## src/verilog/swna_pkg.sv

```systemverilog
package swna_pkg;
  // Register port widths.
  localparam int unsigned ADDR_W = 8;
  localparam int unsigned DATA_W = 16;

  // Register indices as seen on reads; a write adds the write offset.
  localparam logic [6:0] REG_STATUS   = 7'h00;
  localparam logic [6:0] REG_MISSED   = 7'h01;
  localparam logic [6:0] REG_NODE_ADDR = 7'h02;
  localparam logic [6:0] REG_CHAIN    = 7'h03;
  localparam logic [6:0] REG_COMMAND  = 7'h04;
  localparam logic [7:0] WRITE_OFFSET = 8'h80;

  // Chain register fields.
  localparam int unsigned CHN_GP_OE   = 0;
  localparam int unsigned CHN_GP_VAL  = 1;
  localparam int unsigned CHN_SW_EN   = 2;
  localparam int unsigned CHN_RING_INC = 3;
  localparam int unsigned CHN_W       = 4;

  // Status register fields.
  localparam int unsigned STS_RING    = 0;
  localparam int unsigned STS_INCR    = 1;
  localparam int unsigned STS_PROG    = 2;
  localparam int unsigned STS_PEND    = 3;
  localparam int unsigned STS_EFF_LSB = 8;

  // Command register field: apply pending address at once.
  localparam int unsigned CMD_APPLY   = 0;

  // Reset values.
  localparam logic [7:0]      NODE_ADDR_RST = 8'h00;
  localparam logic [CHN_W-1:0] CHAIN_RST   = 4'h0;
  localparam logic [DATA_W-1:0] MISSED_RST = 16'h0000;

  // Node address space.
  localparam logic [7:0] ADDR_RESERVED = 8'hff;
  localparam logic [7:0] ADDR_MAX_NODE = 8'hfe;

  // Command FIFO: direction bit and register index per accepted datagram.
  localparam int unsigned FIFO_W = 8;
  localparam int unsigned FIFO_D = 8;
endpackage

```

## src/verilog/swna_fifo_if.sv

```systemverilog
`timescale 1ns/100ps
interface swna_fifo_if #(parameter int unsigned W = 8);
  logic         in_valid;
  logic         in_ready;
  logic [W-1:0] in_data;
  logic         out_valid;
  logic         out_ready;
  logic [W-1:0] out_data;

  modport fifo (input in_valid, in_data, out_ready, output in_ready, out_valid, out_data);
  modport user (output in_valid, in_data, out_ready, input in_ready, out_valid, out_data);
endinterface

```

## src/verilog/swna_fifo.sv

```systemverilog
`timescale 1ns/100ps
module swna_fifo #(
  parameter int unsigned W = 8,
  parameter int unsigned D = 8
) (
  input wire logic mclk_i,
  input wire logic rst_i,
  swna_fifo_if.fifo  f
);
  localparam int unsigned PW = $clog2(D);

  logic [W-1:0]  mem_q [D];
  logic [PW-1:0] wr_q;
  logic [PW-1:0] rd_q;
  logic [PW:0]   cnt_q;
  logic          push;
  logic          pop;

  assign f.in_ready  = (cnt_q != (PW+1)'(D));
  assign f.out_valid = (cnt_q != '0);
  assign f.out_data  = mem_q[rd_q];
  assign push        = f.in_valid && f.in_ready;
  assign pop         = f.out_valid && f.out_ready;

  always_ff @(posedge mclk_i) begin
    if (push) begin
      mem_q[wr_q] <= f.in_data;
    end
  end

  always_ff @(posedge mclk_i) begin
    if (rst_i) begin
      wr_q  <= '0;
      rd_q  <= '0;
      cnt_q <= '0;
    end else begin
      if (push) begin
        wr_q <= (wr_q == PW'(D - 1)) ? '0 : wr_q + 1'b1;
      end
      if (pop) begin
        rd_q <= (rd_q == PW'(D - 1)) ? '0 : rd_q + 1'b1;
      end
      cnt_q <= cnt_q + (PW+1)'(push) - (PW+1)'(pop);
    end
  end
endmodule

```

## src/verilog/swna_node.sv

```systemverilog
`timescale 1ns/100ps
////////////////////////////////////////////////////////////////////////////////
// How it works
// Increment input low: node answers address 0 until software programs another.
// Increment input high: node answers its programmed address plus one, so 1 unprogrammed.
// Master drives the node's general-purpose pin low after programming it.
// Addresses 0 to 254 are programmable, so up to 255 nodes share a bus.
// Chain output drives low to enable next segment's switch, high isolates.
// Ring mode when ring-select pin high and UART mode selected; else standard.
// Ring mode: positive wire input only, negative wire output only.
// Ring mode with address unprogrammed: output wire rests high.
// Ring mode with nonzero address: input wire data is forwarded to output.
// Addressed ring forwards requests and replies onward back to the master.
// Master gives every ring node a distinct nonzero address.
// Ring mode ignores the increment input unless enabled for shared ring starts.
// All registers reset to zero.
// Writes use register index plus 0x80; reads use the plain index.
// Registers are read-only, write-only, read-write or cleared on read.
// Only datagrams with good checksum and own address are acted upon.
// The all-ones address is never taken as a node address.
// A new node address takes effect only after the current datagram ends; the apply command moves it at once, even while the link is busy.
module swna_node
  import swna_pkg::*;
(
  input  wire logic              mclk_i,
  input  wire logic              rst_i,
  input  wire logic [ADDR_W-1:0] reg_addr_i,
  input  wire logic [DATA_W-1:0] reg_wdata_i,
  input  wire logic              reg_wr_i,
  input  wire logic              reg_rd_i,
  output logic      [DATA_W-1:0] reg_rdata_o,
  input  wire logic              uart_mode_i,
  input  wire logic              ring_select_pin_i,
  input  wire logic              address_increment_input_i,
  output logic                   chain_enable_output_o,
  output logic                   chain_gp_o,
  output logic                   chain_gp_oe_o,
  input  wire logic              wire_data_positive_i,
  output logic                   wire_data_positive_o,
  output logic                   wire_data_positive_oe_o,
  input  wire logic              wire_data_negative_i,
  output logic                   wire_data_negative_o,
  output logic                   wire_data_negative_oe_o,
  input  wire logic              tx_bit_i,
  input  wire logic              tx_en_i,
  output logic                   rx_bit_o,
  input  wire logic              link_busy_i,
  input  wire logic              dgram_valid_i,
  output logic                   dgram_ready_o,
  input  wire logic              dgram_crc_ok_i,
  input  wire logic [7:0]        dgram_node_i,
  input  wire logic [7:0]        dgram_reg_i,
  output logic                   cmd_valid_o,
  input  wire logic              cmd_ready_i,
  output logic                   cmd_write_o,
  output logic      [6:0]        cmd_reg_o
);
  // Match value for a node address plus the increment input.
  function automatic logic [7:0] eff_addr(input logic [7:0] base, input logic inc);
    eff_addr = base + {7'h00, inc};
  endfunction

  logic [7:0]        node_addr_q;
  logic [7:0]        pend_addr_q;
  logic              pend_q;
  logic [CHN_W-1:0]  chain_q;
  logic [DATA_W-1:0] missed_q;
  logic [DATA_W-1:0] rdata_q;
  logic              ring_mode;
  logic              inc_used;
  logic [7:0]        match_addr;
  logic              wr_hit;
  logic [6:0]        wr_idx;
  logic              dgram_take;
  logic              dgram_good;
  logic              miss_evt;
  logic              apply_now;

  swna_fifo_if #(.W(FIFO_W)) cmdq ();

  ////////////////////////////////////////////////////////////////////////////////
  // Mode and address matching.

  assign ring_mode  = ring_select_pin_i && uart_mode_i;
  assign inc_used   = address_increment_input_i && (!ring_mode || chain_q[CHN_RING_INC]);
  assign match_addr = eff_addr(node_addr_q, inc_used);

  assign dgram_take = dgram_valid_i && dgram_ready_o;
  assign dgram_good = dgram_crc_ok_i && (dgram_node_i == match_addr)
                      && (dgram_node_i != ADDR_RESERVED);
  assign miss_evt   = dgram_take && !dgram_good;

  // Refused datagrams are consumed at once; only good ones wait for FIFO room.
  assign dgram_ready_o  = cmdq.in_ready || !dgram_good;
  assign cmdq.in_valid  = dgram_valid_i && dgram_good;
  assign cmdq.in_data   = dgram_reg_i;
  assign cmdq.out_ready = cmd_ready_i;
  assign cmd_valid_o    = cmdq.out_valid;
  assign cmd_write_o    = cmdq.out_data[7];
  assign cmd_reg_o      = cmdq.out_data[6:0];

  swna_fifo #(.W(FIFO_W), .D(FIFO_D)) u_fifo (
    .mclk_i (mclk_i),
    .rst_i  (rst_i),
    .f      (cmdq)
  );

  ////////////////////////////////////////////////////////////////////////////////
  // Register writes. Only addresses with the write offset set are writes.

  assign wr_hit = reg_wr_i && reg_addr_i[7];
  assign wr_idx = reg_addr_i[6:0];
  assign apply_now = wr_hit && (wr_idx == REG_COMMAND) && reg_wdata_i[CMD_APPLY];

  // A write lands in a holding register so that the match value cannot move
  // under a datagram that is still being received or answered, except when the apply command moves it.
  always_ff @(posedge mclk_i) begin
    if (rst_i) begin
      node_addr_q <= NODE_ADDR_RST;
      pend_addr_q <= NODE_ADDR_RST;
      pend_q      <= 1'b0;
    end else begin
      if (wr_hit && (wr_idx == REG_NODE_ADDR) && (reg_wdata_i[7:0] <= ADDR_MAX_NODE)) begin
        pend_addr_q <= reg_wdata_i[7:0];
        pend_q      <= 1'b1;
      end else if (pend_q && (!link_busy_i || apply_now)) begin
        node_addr_q <= pend_addr_q;
        pend_q      <= 1'b0;
      end
    end
  end

  always_ff @(posedge mclk_i) begin
    if (rst_i) begin
      chain_q <= CHAIN_RST;
    end else if (wr_hit && (wr_idx == REG_CHAIN)) begin
      chain_q <= reg_wdata_i[CHN_W-1:0];
    end
  end

  // Clear on read; a refused datagram in the same cycle still counts.
  always_ff @(posedge mclk_i) begin
    if (rst_i) begin
      missed_q <= MISSED_RST;
    end else if (miss_evt) begin
      missed_q <= (reg_rd_i && !reg_addr_i[7] && (reg_addr_i[6:0] == REG_MISSED)) ? 16'h0001
                  : ((missed_q == 16'hffff) ? missed_q : missed_q + 16'h0001);
    end else if (reg_rd_i && !reg_addr_i[7] && (reg_addr_i[6:0] == REG_MISSED)) begin
      missed_q <= MISSED_RST;
    end
  end

  ////////////////////////////////////////////////////////////////////////////////
  // Register reads: data stand in the cycle after the strobe and only there.

  always_ff @(posedge mclk_i) begin
    if (rst_i) begin
      rdata_q <= '0;
    end else if (reg_rd_i && !reg_addr_i[7]) begin
      unique case (reg_addr_i[6:0])
        REG_STATUS:   rdata_q <= {match_addr, 4'h0, pend_q, (node_addr_q != 8'h00),
                                  address_increment_input_i, ring_mode};
        REG_MISSED:   rdata_q <= missed_q;
        REG_NODE_ADDR: rdata_q <= {8'h00, node_addr_q};
        REG_CHAIN:    rdata_q <= {{(DATA_W-CHN_W){1'b0}}, chain_q};
        default:      rdata_q <= '0;
      endcase
    end else begin
      rdata_q <= '0;
    end
  end

  assign reg_rdata_o = rdata_q;

  ////////////////////////////////////////////////////////////////////////////////
  // Chain outputs and wire pins.

  assign chain_enable_output_o = !chain_q[CHN_SW_EN];
  assign chain_gp_o            = chain_q[CHN_GP_VAL];
  assign chain_gp_oe_o         = chain_q[CHN_GP_OE];

  // Ring: own reply has priority on the output; otherwise forward once
  // addressed, else idle high so downstream nodes see a quiet line.
  always_comb begin
    if (ring_mode) begin
      wire_data_positive_o    = 1'b1;
      wire_data_positive_oe_o = 1'b0;
      wire_data_negative_oe_o = 1'b1;
      if (tx_en_i) begin
        wire_data_negative_o = tx_bit_i;
      end else if (node_addr_q != 8'h00) begin
        wire_data_negative_o = wire_data_positive_i;
      end else begin
        wire_data_negative_o = 1'b1;
      end
      rx_bit_o = wire_data_positive_i;
    end else begin
      wire_data_positive_o    = tx_bit_i;
      wire_data_positive_oe_o = tx_en_i;
      wire_data_negative_o    = !tx_bit_i;
      wire_data_negative_oe_o = tx_en_i;
      rx_bit_o = wire_data_positive_i && !wire_data_negative_i ? 1'b1
               : (!wire_data_positive_i && wire_data_negative_i ? 1'b0 : wire_data_positive_i);
    end
  end
endmodule

```

## config.mk

```make
export PLATFORM = sky130hd
export DESIGN_NAME = swna_node
export DESIGN_NICKNAME = d
export VERILOG_FILES = /design/src/verilog/swna_pkg.sv /design/src/verilog/swna_fifo_if.sv /design/src/verilog/swna_fifo.sv /design/src/verilog/swna_node.sv
export SDC_FILE = /design/constraint.sdc
export NUM_CORES = 1
export LEC_CHECK = 0
export BUFFER_PORTS_ARGS = -buffer_cell sky130_fd_sc_hd__buf_4
export CAP_MARGIN = 0
export CORE_ASPECT_RATIO = 0.8
export CORE_UTILIZATION = 55
export CTS_CLUSTER_SIZE = 10
export DETAILED_ROUTE_END_ITERATION = 7
export PLACE_DENSITY = 0.75
export SLEW_MARGIN = 25
export SYNTH_ARGS = -nofsm -noshare
export SYNTH_HDL_FRONTEND = slang
export SYNTH_SLANG_ARGS = --single-unit
```

## constraint.sdc

```tcl
create_clock -name mclk_i -period 5.2 [get_ports mclk_i]
set_input_delay 1.04 -clock mclk_i [delete_from_list [all_inputs] [get_ports mclk_i]]
set_output_delay 1.04 -clock mclk_i [all_outputs]
set_load 0.02 [all_outputs]
```

==> impl_metrics.toml, run 1 <==
[floorplan]
io_pins = 89
die_area_um2 = 11100
std_cell_rows = 33
chipWidth_um = 117
fp.dieH_um = 94.3
core_um2 = 10300
initial_core_util_pct = 57.0

[clocking]
insertion_delay_ns = 0.42
cts_buffers = 17
h-tree-depth = 4
cts_setup_buffers = 0
ctsResizeCount = 0
clkTransAtPathRegs_ns = 0.05
clockBufferDepth = 2
holdBufCountCts = 0
cts-root-buf = "clkbuf_16"
cts_tree = "built"
cts_sinks = 130

[layout]
antennaDiodeCount = 0
post-route-util_pct = 69.7
layout-drive-gt1-share_pct = 26.5
fin_cells = 717
nets = 634
syn2layout_area_growth_pct = 22.3
fill_cells = 712

[yosys]
synth_fa_ha_area_share_pct = 3.33
synth-compound-area-share_pct = 8.74
synth_top_family_by_area = "simple AND/OR/NAND/NOR gates"
yosysWarnings = 0
synth-xor-area-share_pct = 2.86
yosys.area_share.simple_pct = 15.0
synth_nets = 556
synth_seq_cells = 130
netlist_instances = 486
syn_area_per_cell_um2 = 12.1
synth-seq-area-share_pct = 55.4
ys_types = 54
synthArstFlopShare_pct = 0
synth.area.mux_share_pct = 11.5
synth-main-ff-cell = "dfxtp_1"
syn_area_um2 = 5860
synth-edff-count = 64

[setup_path]
crit_path_end_kind = "output port"
critPathBufInv = 2
path_delay_family = "compound AO/OA/AOI/OAI gates"
cp_data_required_time_ns = 4.16
ff2ff_setup_slack_ns = 1.76
path_max_fanout = 6
start_kind = "input pin"
cp_slowest_cell = "o2111a_1"
crit_arrival_ns = 3.32
crit_path_max_incr_delay_ns = 0.43
crit_type = "in -> out"
crit_path_cell_trace = "buf_4 -> nand2_1 -> o21a_1 -> ha_1 -> ha_1 -> xnor2_1 -> o211ai_1 -> nor4_2 -> o2111a_1 -> nand3_1 -> buf_4"

[sta]
slew_viol_final = 0
finalCritPeriodShare_pct = 83.8
relSlewSlack_pct = 46.1
setup_tns_ns = 0
timing.fmax_mhz = 229
finClkSkew_ns = 0.00645
rsz0062_at_grt = "false"
fin_crit_ns = 4.36
finalSetupViolCount = 0
worstMarginPinSlew_ns = 0.806
hold_viol = 0

[grt]
grt_usage_pct = 25.8
grt_max_degree = 36
grt_pass1_vias = 4053
antenna_found_initial = 0
overflow = 0
grt_pass1_wl_mm = 21.5

[detailed_routing]
ant_nets = 0
vias = 4293
drtPass1Iterations = 5
avgViaCountPerCell = 5.99
drtIter0Drc = 375
wl_mm = 13.6
wl_per_cell_um = 18.9
drc = 0

[worst_hold_path]
hp-class = "reg -> reg"

[place]
hpwlAfterDp_mm = 9.23
port_buffers = 79
gp_congestion = 0.862
place_inst = 685

[power]
p_leak_nw = 2.68
power.density_nw_per_um2 = 376
irDropWorstVdd_v = 0.000236

[outcome]
status = "complete, no violations"

[job]
maxCapViolations = 0
==> routing by layer <==
metal / up-vias / GRT usage (%) / part of all wire [%]
met5: - / 0 / 0
met4: 0 / 10.3 / 1.1
met3: 15 / 5.76 / 6.6
met2: 155 / 41.4 / 48
met1: 2116 / 34.4 / 44
li1: 2007 / - / -
==> power breakdown <==
part | switching, mW | internal (mW) | total (mW)
clock network | 0.440 | 0.708 | 1.15
registers | 0.0489 | 1.10 | 1.15
logic | 0.187 | 0.206 | 0.393
==> state kept, by name, summed over array words and instances (netlist names), named ones only <==
signal	cells
u_fifo.mem_q	64
missed_q	16
reg_rdata_o	16
node_addr_q	8
pend_addr_q	8
chain_q	4
u_fifo.cnt_q	4
u_fifo.rd_q	3
u_fifo.wr_q	3
pend_q	1
==> worst paths after layout <==
path / startpoint / end / depth (start not counted)
max: ring_select_pin_i / dgram_ready_o / 11
min: u_fifo.rd_q[2] / u_fifo.rd_q[2] / 2
max reg2reg: chain_q[3] / u_fifo.mem_q[7][5] / 9
min reg2reg: u_fifo.rd_q[2] / u_fifo.rd_q[2] / 2
==> final cells by class <==
class                           instances  area, µm²  share of cell area (%)
Clock buffer                           23        522                    7.29
Timing Repair Buffer                   90        676                    9.43
Inverter                               11       41.3                   0.577
Tap cell                              140        175                    2.45
Sequential cell                       130       3240                    45.3
Multi-Input combinational cell        314       2440                    34.0
Clock inverter                          9       65.1                   0.908
==> worst register-to-register path, delay by kind of cell (launching register included) <==
kind / cells / cell delay [ns]
AOI/OAI and AO/OA: 3 / 0.79
xor gates and xnor gates: 1 / 0.19
adders and majority gates: 2 / 0.51
DFF: 1 / 0.34
and+or+nand+nor: 3 / 1.22
==> layout by cell type (no fill, tap or decap), types with 4 or more instances in the layout <==
cell,n
clkbuf_16,19
edfxtp_1,64
nor2_1,42
nand2_1,31
a21oi_1,29
mux4_2,16
o31ai_1,8
nand4b_1,4
ha_1,14
inv_1,11
nor2b_1,5
and2_1,5
nor3_1,8
o21ai_0,10
or4_1,11
nand2b_1,4
dfxtp_1,65
xor2_1,6
mux2_2,8
nand4_1,12
a22oi_1,10
nand3_1,13
xnor2_1,8
mux2i_1,22
buf_4,90
==> cells in the mapped netlist (4+ instances only) <==
cell | instances | area [µm²]
a21oi_1 | 29 | 145
a22oi_1 | 10 | 75.1
and2_1 | 5 | 31.3
buf_1 | 4 | 15.0
buf_2 | 6 | 30.0
clkbuf_1 | 17 | 63.8
dfxtp_1 | 66 | 1320
edfxtp_1 | 64 | 1920
ha_1 | 14 | 175
inv_1 | 11 | 41.3
mux2_2 | 8 | 90.1
mux2i_1 | 22 | 220
mux4_2 | 16 | 360
nand2_1 | 31 | 116
nand2b_1 | 4 | 25.0
nand3_1 | 13 | 65.1
nand4_1 | 12 | 75.1
nand4b_1 | 4 | 35.0
nor2_1 | 42 | 158
nor2b_1 | 5 | 31.3
nor3_1 | 8 | 40.0
nor4b_1 | 4 | 35.0
o21ai_0 | 10 | 50.1
o31ai_1 | 8 | 60.1
or4_1 | 11 | 82.6
xnor2_1 | 8 | 70.1
xor2_1 | 6 | 52.6
==> per-stage QoR <==
stage               setup slack [ns]  area (µm²)  hold slack, ns  power (mW)
floorplan                      0.943        5860           0.444        1.43
global placement               0.897        6570           0.472        1.54
global route                   0.711        7160           0.508        2.80
finish                         0.842        7160           0.485        2.69
detailed placement             0.845        6580           0.482        1.56
CTS                            0.842        7160           0.490        2.71
==> logic make-up after synthesis <==
| kind of cell | Yosys count |
|---|---|
| AND/OR/NAND/NOR | 159 |
| adder cells (fa/ha/maj) | 15 |
| flip-flops | 130 |
| AO/OA/AOI/OAI | 78 |
| buffers and inverters | 42 |
| multiplexers | 46 |
| XOR/XNOR | 16 |
Note: power is estimated with default switching activity, not from simulation.
==> run 2: changes to the inputs <==
Clock period 5.2 ns to 4.55 ns, I/O delays scaled along.
==> run 2 against run 1 <==
Net effect:
- sequential share of layout area fell by 0.081 points
- flip-flop and latch count did not move
- combinational power rose by 23%
- register-to-register slack got worse by 0.54 ns
- clock skew rose by 0.0020 ns
- utilization rose by 0.097 points
- via count rose by 0.40%
==> impl_metrics.toml, run 2 (synthesized netlist as in run 1, its figures left out) <==
[power]
p_leak_nw = 2.70
irDropWorstVdd_v = 0.000247
p_comb_share_pct = 15.7
p_total_mw = 3.08
clockPowerShare_pct = 42.6
sw_frac_of_total_pct = 25.6
power.density_nw_per_um2 = 430
seq_power_share_pct = 41.7
switchingPower_mw = 0.789
internal_power_mw = 2.29

[layout]
post-route-util_pct = 69.8
antennaDiodeCount = 0
final_common_cell = "buf_4"
largest_reg_flops = 64
top_register = "u_fifo.mem_q"
layout-drive-gt1-share_pct = 26.7
nets = 637
final_cell_area_um2 = 7170
fin_cells = 720
syn2layout_area_growth_pct = 22.5
layout_common_cells = "buf_4 (93), dfxtp_1 (66), edfxtp_1 (64), nor2_1 (42), nand2_1 (31)"
fill_cells = 721

[job]
maxCapViolations = 0

[sta]
finalCritPeriodShare_pct = 89.7
finalSetupViolCount = 0
timing.fmax_mhz = 245
fin_hold_ws_ns = 0.490
relSlewSlack_pct = 47.2
fin_crit_ns = 4.08
setup_slack_ns = 0.469
finClkSkew_ns = 0.00845
setup_tns_ns = 0
hold_viol = 0
worstMarginPinSlew_ns = 0.788
rsz0062_at_grt = "false"
slew_viol_final = 0

[clocking]
cts-root-buf = "clkbuf_16"
cts_tree = "built"
cts_buffers = 17
clockBufferDepth = 2
cts_setup_buffers = 0
h-tree-depth = 4
cts_sinks = 130
clkTransAtPathRegs_ns = 0.06
ctsResizeCount = 0
insertion_delay_ns = 0.41
holdBufCountCts = 0

[place]
dp_slack_ns = 0.471
hpwlAfterDp_mm = 9.19
gp_congestion = 0.871
port_buffers = 79
place_inst = 688
dpl_cell_area_um2 = 6600

[setup_path]
crit_path_end_kind = "output port"
path_max_fanout = 5
crit_arrival_ns = 3.17
cp_data_required_time_ns = 3.64
crit_type = "in -> out"
start_kind = "input pin"

[floorplan]
core_um2 = 10300
die_area_um2 = 11100
chipWidth_um = 117
std_cell_rows = 33
io_pins = 89
initial_core_util_pct = 57.0
fp.dieH_um = 94.3

[detailed_routing]
ant_nets = 0
drtPass1Iterations = 5
drtIter0Drc = 368
wl_mm = 13.5
drc = 0
avgViaCountPerCell = 5.99
vias = 4310
wl_per_cell_um = 18.8

[grt]
grt_usage_pct = 25.8
grt_max_degree = 36
overflow = 0
grt_pass1_vias = 4137
antenna_found_initial = 0
grt_pass1_wl_mm = 21.4

[worst_hold_path]
hp-class = "reg -> reg"

[outcome]
status = "complete, no violations"
==> run 2: layout make-up <==
cell class	instances	area [µm²]	share of cell area, %
multi-input combinational	314	2440	34.0
sequential	130	3240	45.2
clock buffer	20	460	6.42
inverter	11	41.3	0.576
tap	140	175	2.44
clock inverter	12	115	1.61
timing repair buffer	93	698	9.73
==> run 2: critical path, stage by stage <==
cell and delay, ns:
buf_4 0.08, nand2_1 0.10, o21a_1 0.24, ha_1 0.20, ha_1 0.32, xnor2_1 0.19, o211ai_1 0.13, nor4_2 0.31
o2111a_1 0.39, nand3_1 0.13, buf_4 0.18
==> run 2: power by group through the flow <==
stage	combinational [mW]	sequential, mW	clock (mW)
finish	0.484	1.28	1.31
detailed placement	0.474	1.31	0
floorplan	0.339	1.29	0
CTS	0.489	1.28	1.33
global route	0.529	1.29	1.38
global placement	0.453	1.31	0
==> run 2: worst paths after layout <==
kind                startpoint              end  slack, ns  depth (start not counted)
max          ring_select_pin_i    dgram_ready_o       0.47                         11
min reg2reg       missed_q[12]     missed_q[12]       0.49                          2
max reg2reg         chain_q[3]  u_fifo.cnt_q[1]       1.22                         12
min               missed_q[12]     missed_q[12]       0.49                          2
==> run 2: routing by layer <==
layer	wire (µm)	global-route usage (%)
met3	883	5.52
met1	5950	33.9
met2	6490	42.2
met5	0	0
met4	225	10.3
==> run 3: changes to the inputs <==
Settings changed: CORE_UTILIZATION 55 to 35, PLACE_DENSITY 0.75 to 0.51.
==> run 3 against run 2 <==
Net effect:
- via count down 2.0%
- sequential share of layout area down 0.58 points
- clock power about the same
- register-to-register slack about the same
- design area up 1.3%
- clock skew up 0.0050 ns
- power down 0.74%
- sequential power about the same
- global-route usage down 7.8 points
- die area up 56%
- routed wire length up 7.0%
- critical path depth unchanged
- largest cell class unchanged
==> impl_metrics.toml, run 3 (synthesized netlist as in run 1, its figures left out) <==
[sta]
finalSetupViolCount = 0
hold_viol = 0
finClkSkew_ns = 0.0134
timing.fmax_mhz = 247
relSlewSlack_pct = 42.7
finalCritPeriodShare_pct = 89.1
slew_viol_final = 0
fin_crit_ns = 4.05
setup_tns_ns = 0
worstMarginPinSlew_ns = 0.859
rsz0062_at_grt = "false"

[floorplan]
fp.dieH_um = 118
std_cell_rows = 41
die_area_um2 = 17300
core_um2 = 16100
io_pins = 89
initial_core_util_pct = 36.5
chipWidth_um = 147

[layout]
layout-drive-gt1-share_pct = 26.5
final_common_cell = "buf_4"
top_register = "u_fifo.mem_q"
nets = 638
fill_cells = 1494
syn2layout_area_growth_pct = 24.1
layout_common_cells = "buf_4 (94), dfxtp_1 (66), edfxtp_1 (64), nor2_1 (42), nand2_1 (31)"
largest_reg_flops = 64
register_area_um2 = 3240
post-route-util_pct = 45.3
fin_cells = 796
multiInputGateArea_um2 = 2440
antennaDiodeCount = 0

[power]
irDropWorstVdd_v = 0.000241
sw_frac_of_total_pct = 25.4
seq_power_share_pct = 42.0
power.density_nw_per_um2 = 421
switchingPower_mw = 0.778
p_leak_nw = 2.69
internal_power_mw = 2.28
p_comb_share_pct = 15.5
clockPowerShare_pct = 42.5

[setup_path]
path_delay_family = "compound AO/OA/AOI/OAI gates"
critPathBufInv = 2
crit_path_cell_trace = "buf_4 -> nand2_1 -> o21a_1 -> ha_1 -> ha_1 -> xnor2_1 -> o211ai_1 -> nor4_2 -> o2111a_1 -> nand3_1 -> buf_4"
cp_slowest_cell = "o2111a_1"
cp_data_required_time_ns = 3.64
start_kind = "input pin"
crit_path_max_incr_delay_ns = 0.39
crit_type = "in -> out"
crit_path_end_kind = "output port"
crit_arrival_ns = 3.14
path_max_fanout = 5

[outcome]
status = "complete, no violations"

[grt]
overflow = 0
grt_max_degree = 36
grt_pass1_vias = 4302
grt_usage_pct = 18.0
antenna_found_initial = 0
grt_pass1_wl_mm = 23.6

[place]
hpwlAfterDp_mm = 9.99
place_inst = 764
gp_congestion = 0.812
port_buffers = 79

[clocking]
cts_buffers = 17
cts_tree = "built"
cts_sinks = 130
clkTransAtPathRegs_ns = 0.06
ctsResizeCount = 0
holdBufCountCts = 0
insertion_delay_ns = 0.42
h-tree-depth = 4
cts_setup_buffers = 0
cts-root-buf = "clkbuf_16"
clockBufferDepth = 2

[worst_hold_path]
hp-class = "reg -> reg"

[detailed_routing]
ant_nets = 0
wl_per_cell_um = 18.2
vias = 4223
wl_mm = 14.5
drc = 0
drtPass1Iterations = 5
avgViaCountPerCell = 5.31
drtIter0Drc = 255

[job]
maxCapViolations = 0
## run 3: changes by cell type in the layout (fill, tap and decap cells not counted), sizes merged
cell and change:
buf +1, clkbuf +1, clkinv +5, clkinvlp +1, inv -7
## run 3: worst paths after layout
| path | start | endpoint | slack, ns | depth (start not counted) |
|---|---|---|---|---|
| max | ring_select_pin_i | dgram_ready_o | 0.50 | 11 |
| min | u_fifo.rd_q[1] | flip-flop | 0.48 | 2 |
| min reg2reg | u_fifo.rd_q[1] | flip-flop | 0.48 | 2 |
| max reg2reg | chain_q[3] | u_fifo.mem_q[3][2] | 1.22 | 11 |
## run 3: metrics by stage
stage	hold slack [ns]	power [mW]	cell area (µm²)	setup WS, ns
final	0.480	3.06	7270	0.497
after global routing	0.513	3.20	7270	0.317
after CTS	0.477	3.10	7270	0.487
after detailed placement	0.464	1.79	6700	0.495
after global placement	0.472	1.77	6700	0.529
after floorplan	0.444	1.63	5860	0.423
## run 3: layer usage
| layer | vias up | wire length (µm) | global-route usage (%) | share of wire, % |
|---|---|---|---|---|
| met5 | - | 0 | 0 | 0 |
| met4 | 0 | 145 | 6.18 | 1.0 |
| met3 | 15 | 580 | 4.07 | 4.0 |
| met2 | 85 | 6620 | 27.4 | 46 |
| met1 | 2105 | 7150 | 25.0 | 49 |
| li1 | 2018 | - | - | - |
## run 3: final cells by class
class / instances / share of cell area [%]
Timing Repair Buffer: 94 / 9.71
Inverter: 11 / 0.568
Tap cell: 215 / 3.70
Clock buffer: 21 / 6.37
Multi-Input combinational cell: 314 / 33.6
Clock inverter: 11 / 1.45
Sequential cell: 130 / 44.6
## run 3: tightest hold or removal path, stage by stage, from the launching register on
cell and delay, ns:
dfxtp_1 0.31, nand2_1 0.06, a21oi_1 0.07
## run 3: power groups by stage
stage / Clock, mW / Combinational [mW] / Sequential (mW)
CTS: 1.33 / 0.486 / 1.28
finish: 1.30 / 0.475 / 1.28
global route: 1.38 / 0.534 / 1.29
detailed placement: 0 / 0.483 / 1.31
global placement: 0 / 0.464 / 1.31
floorplan: 0 / 0.339 / 1.29
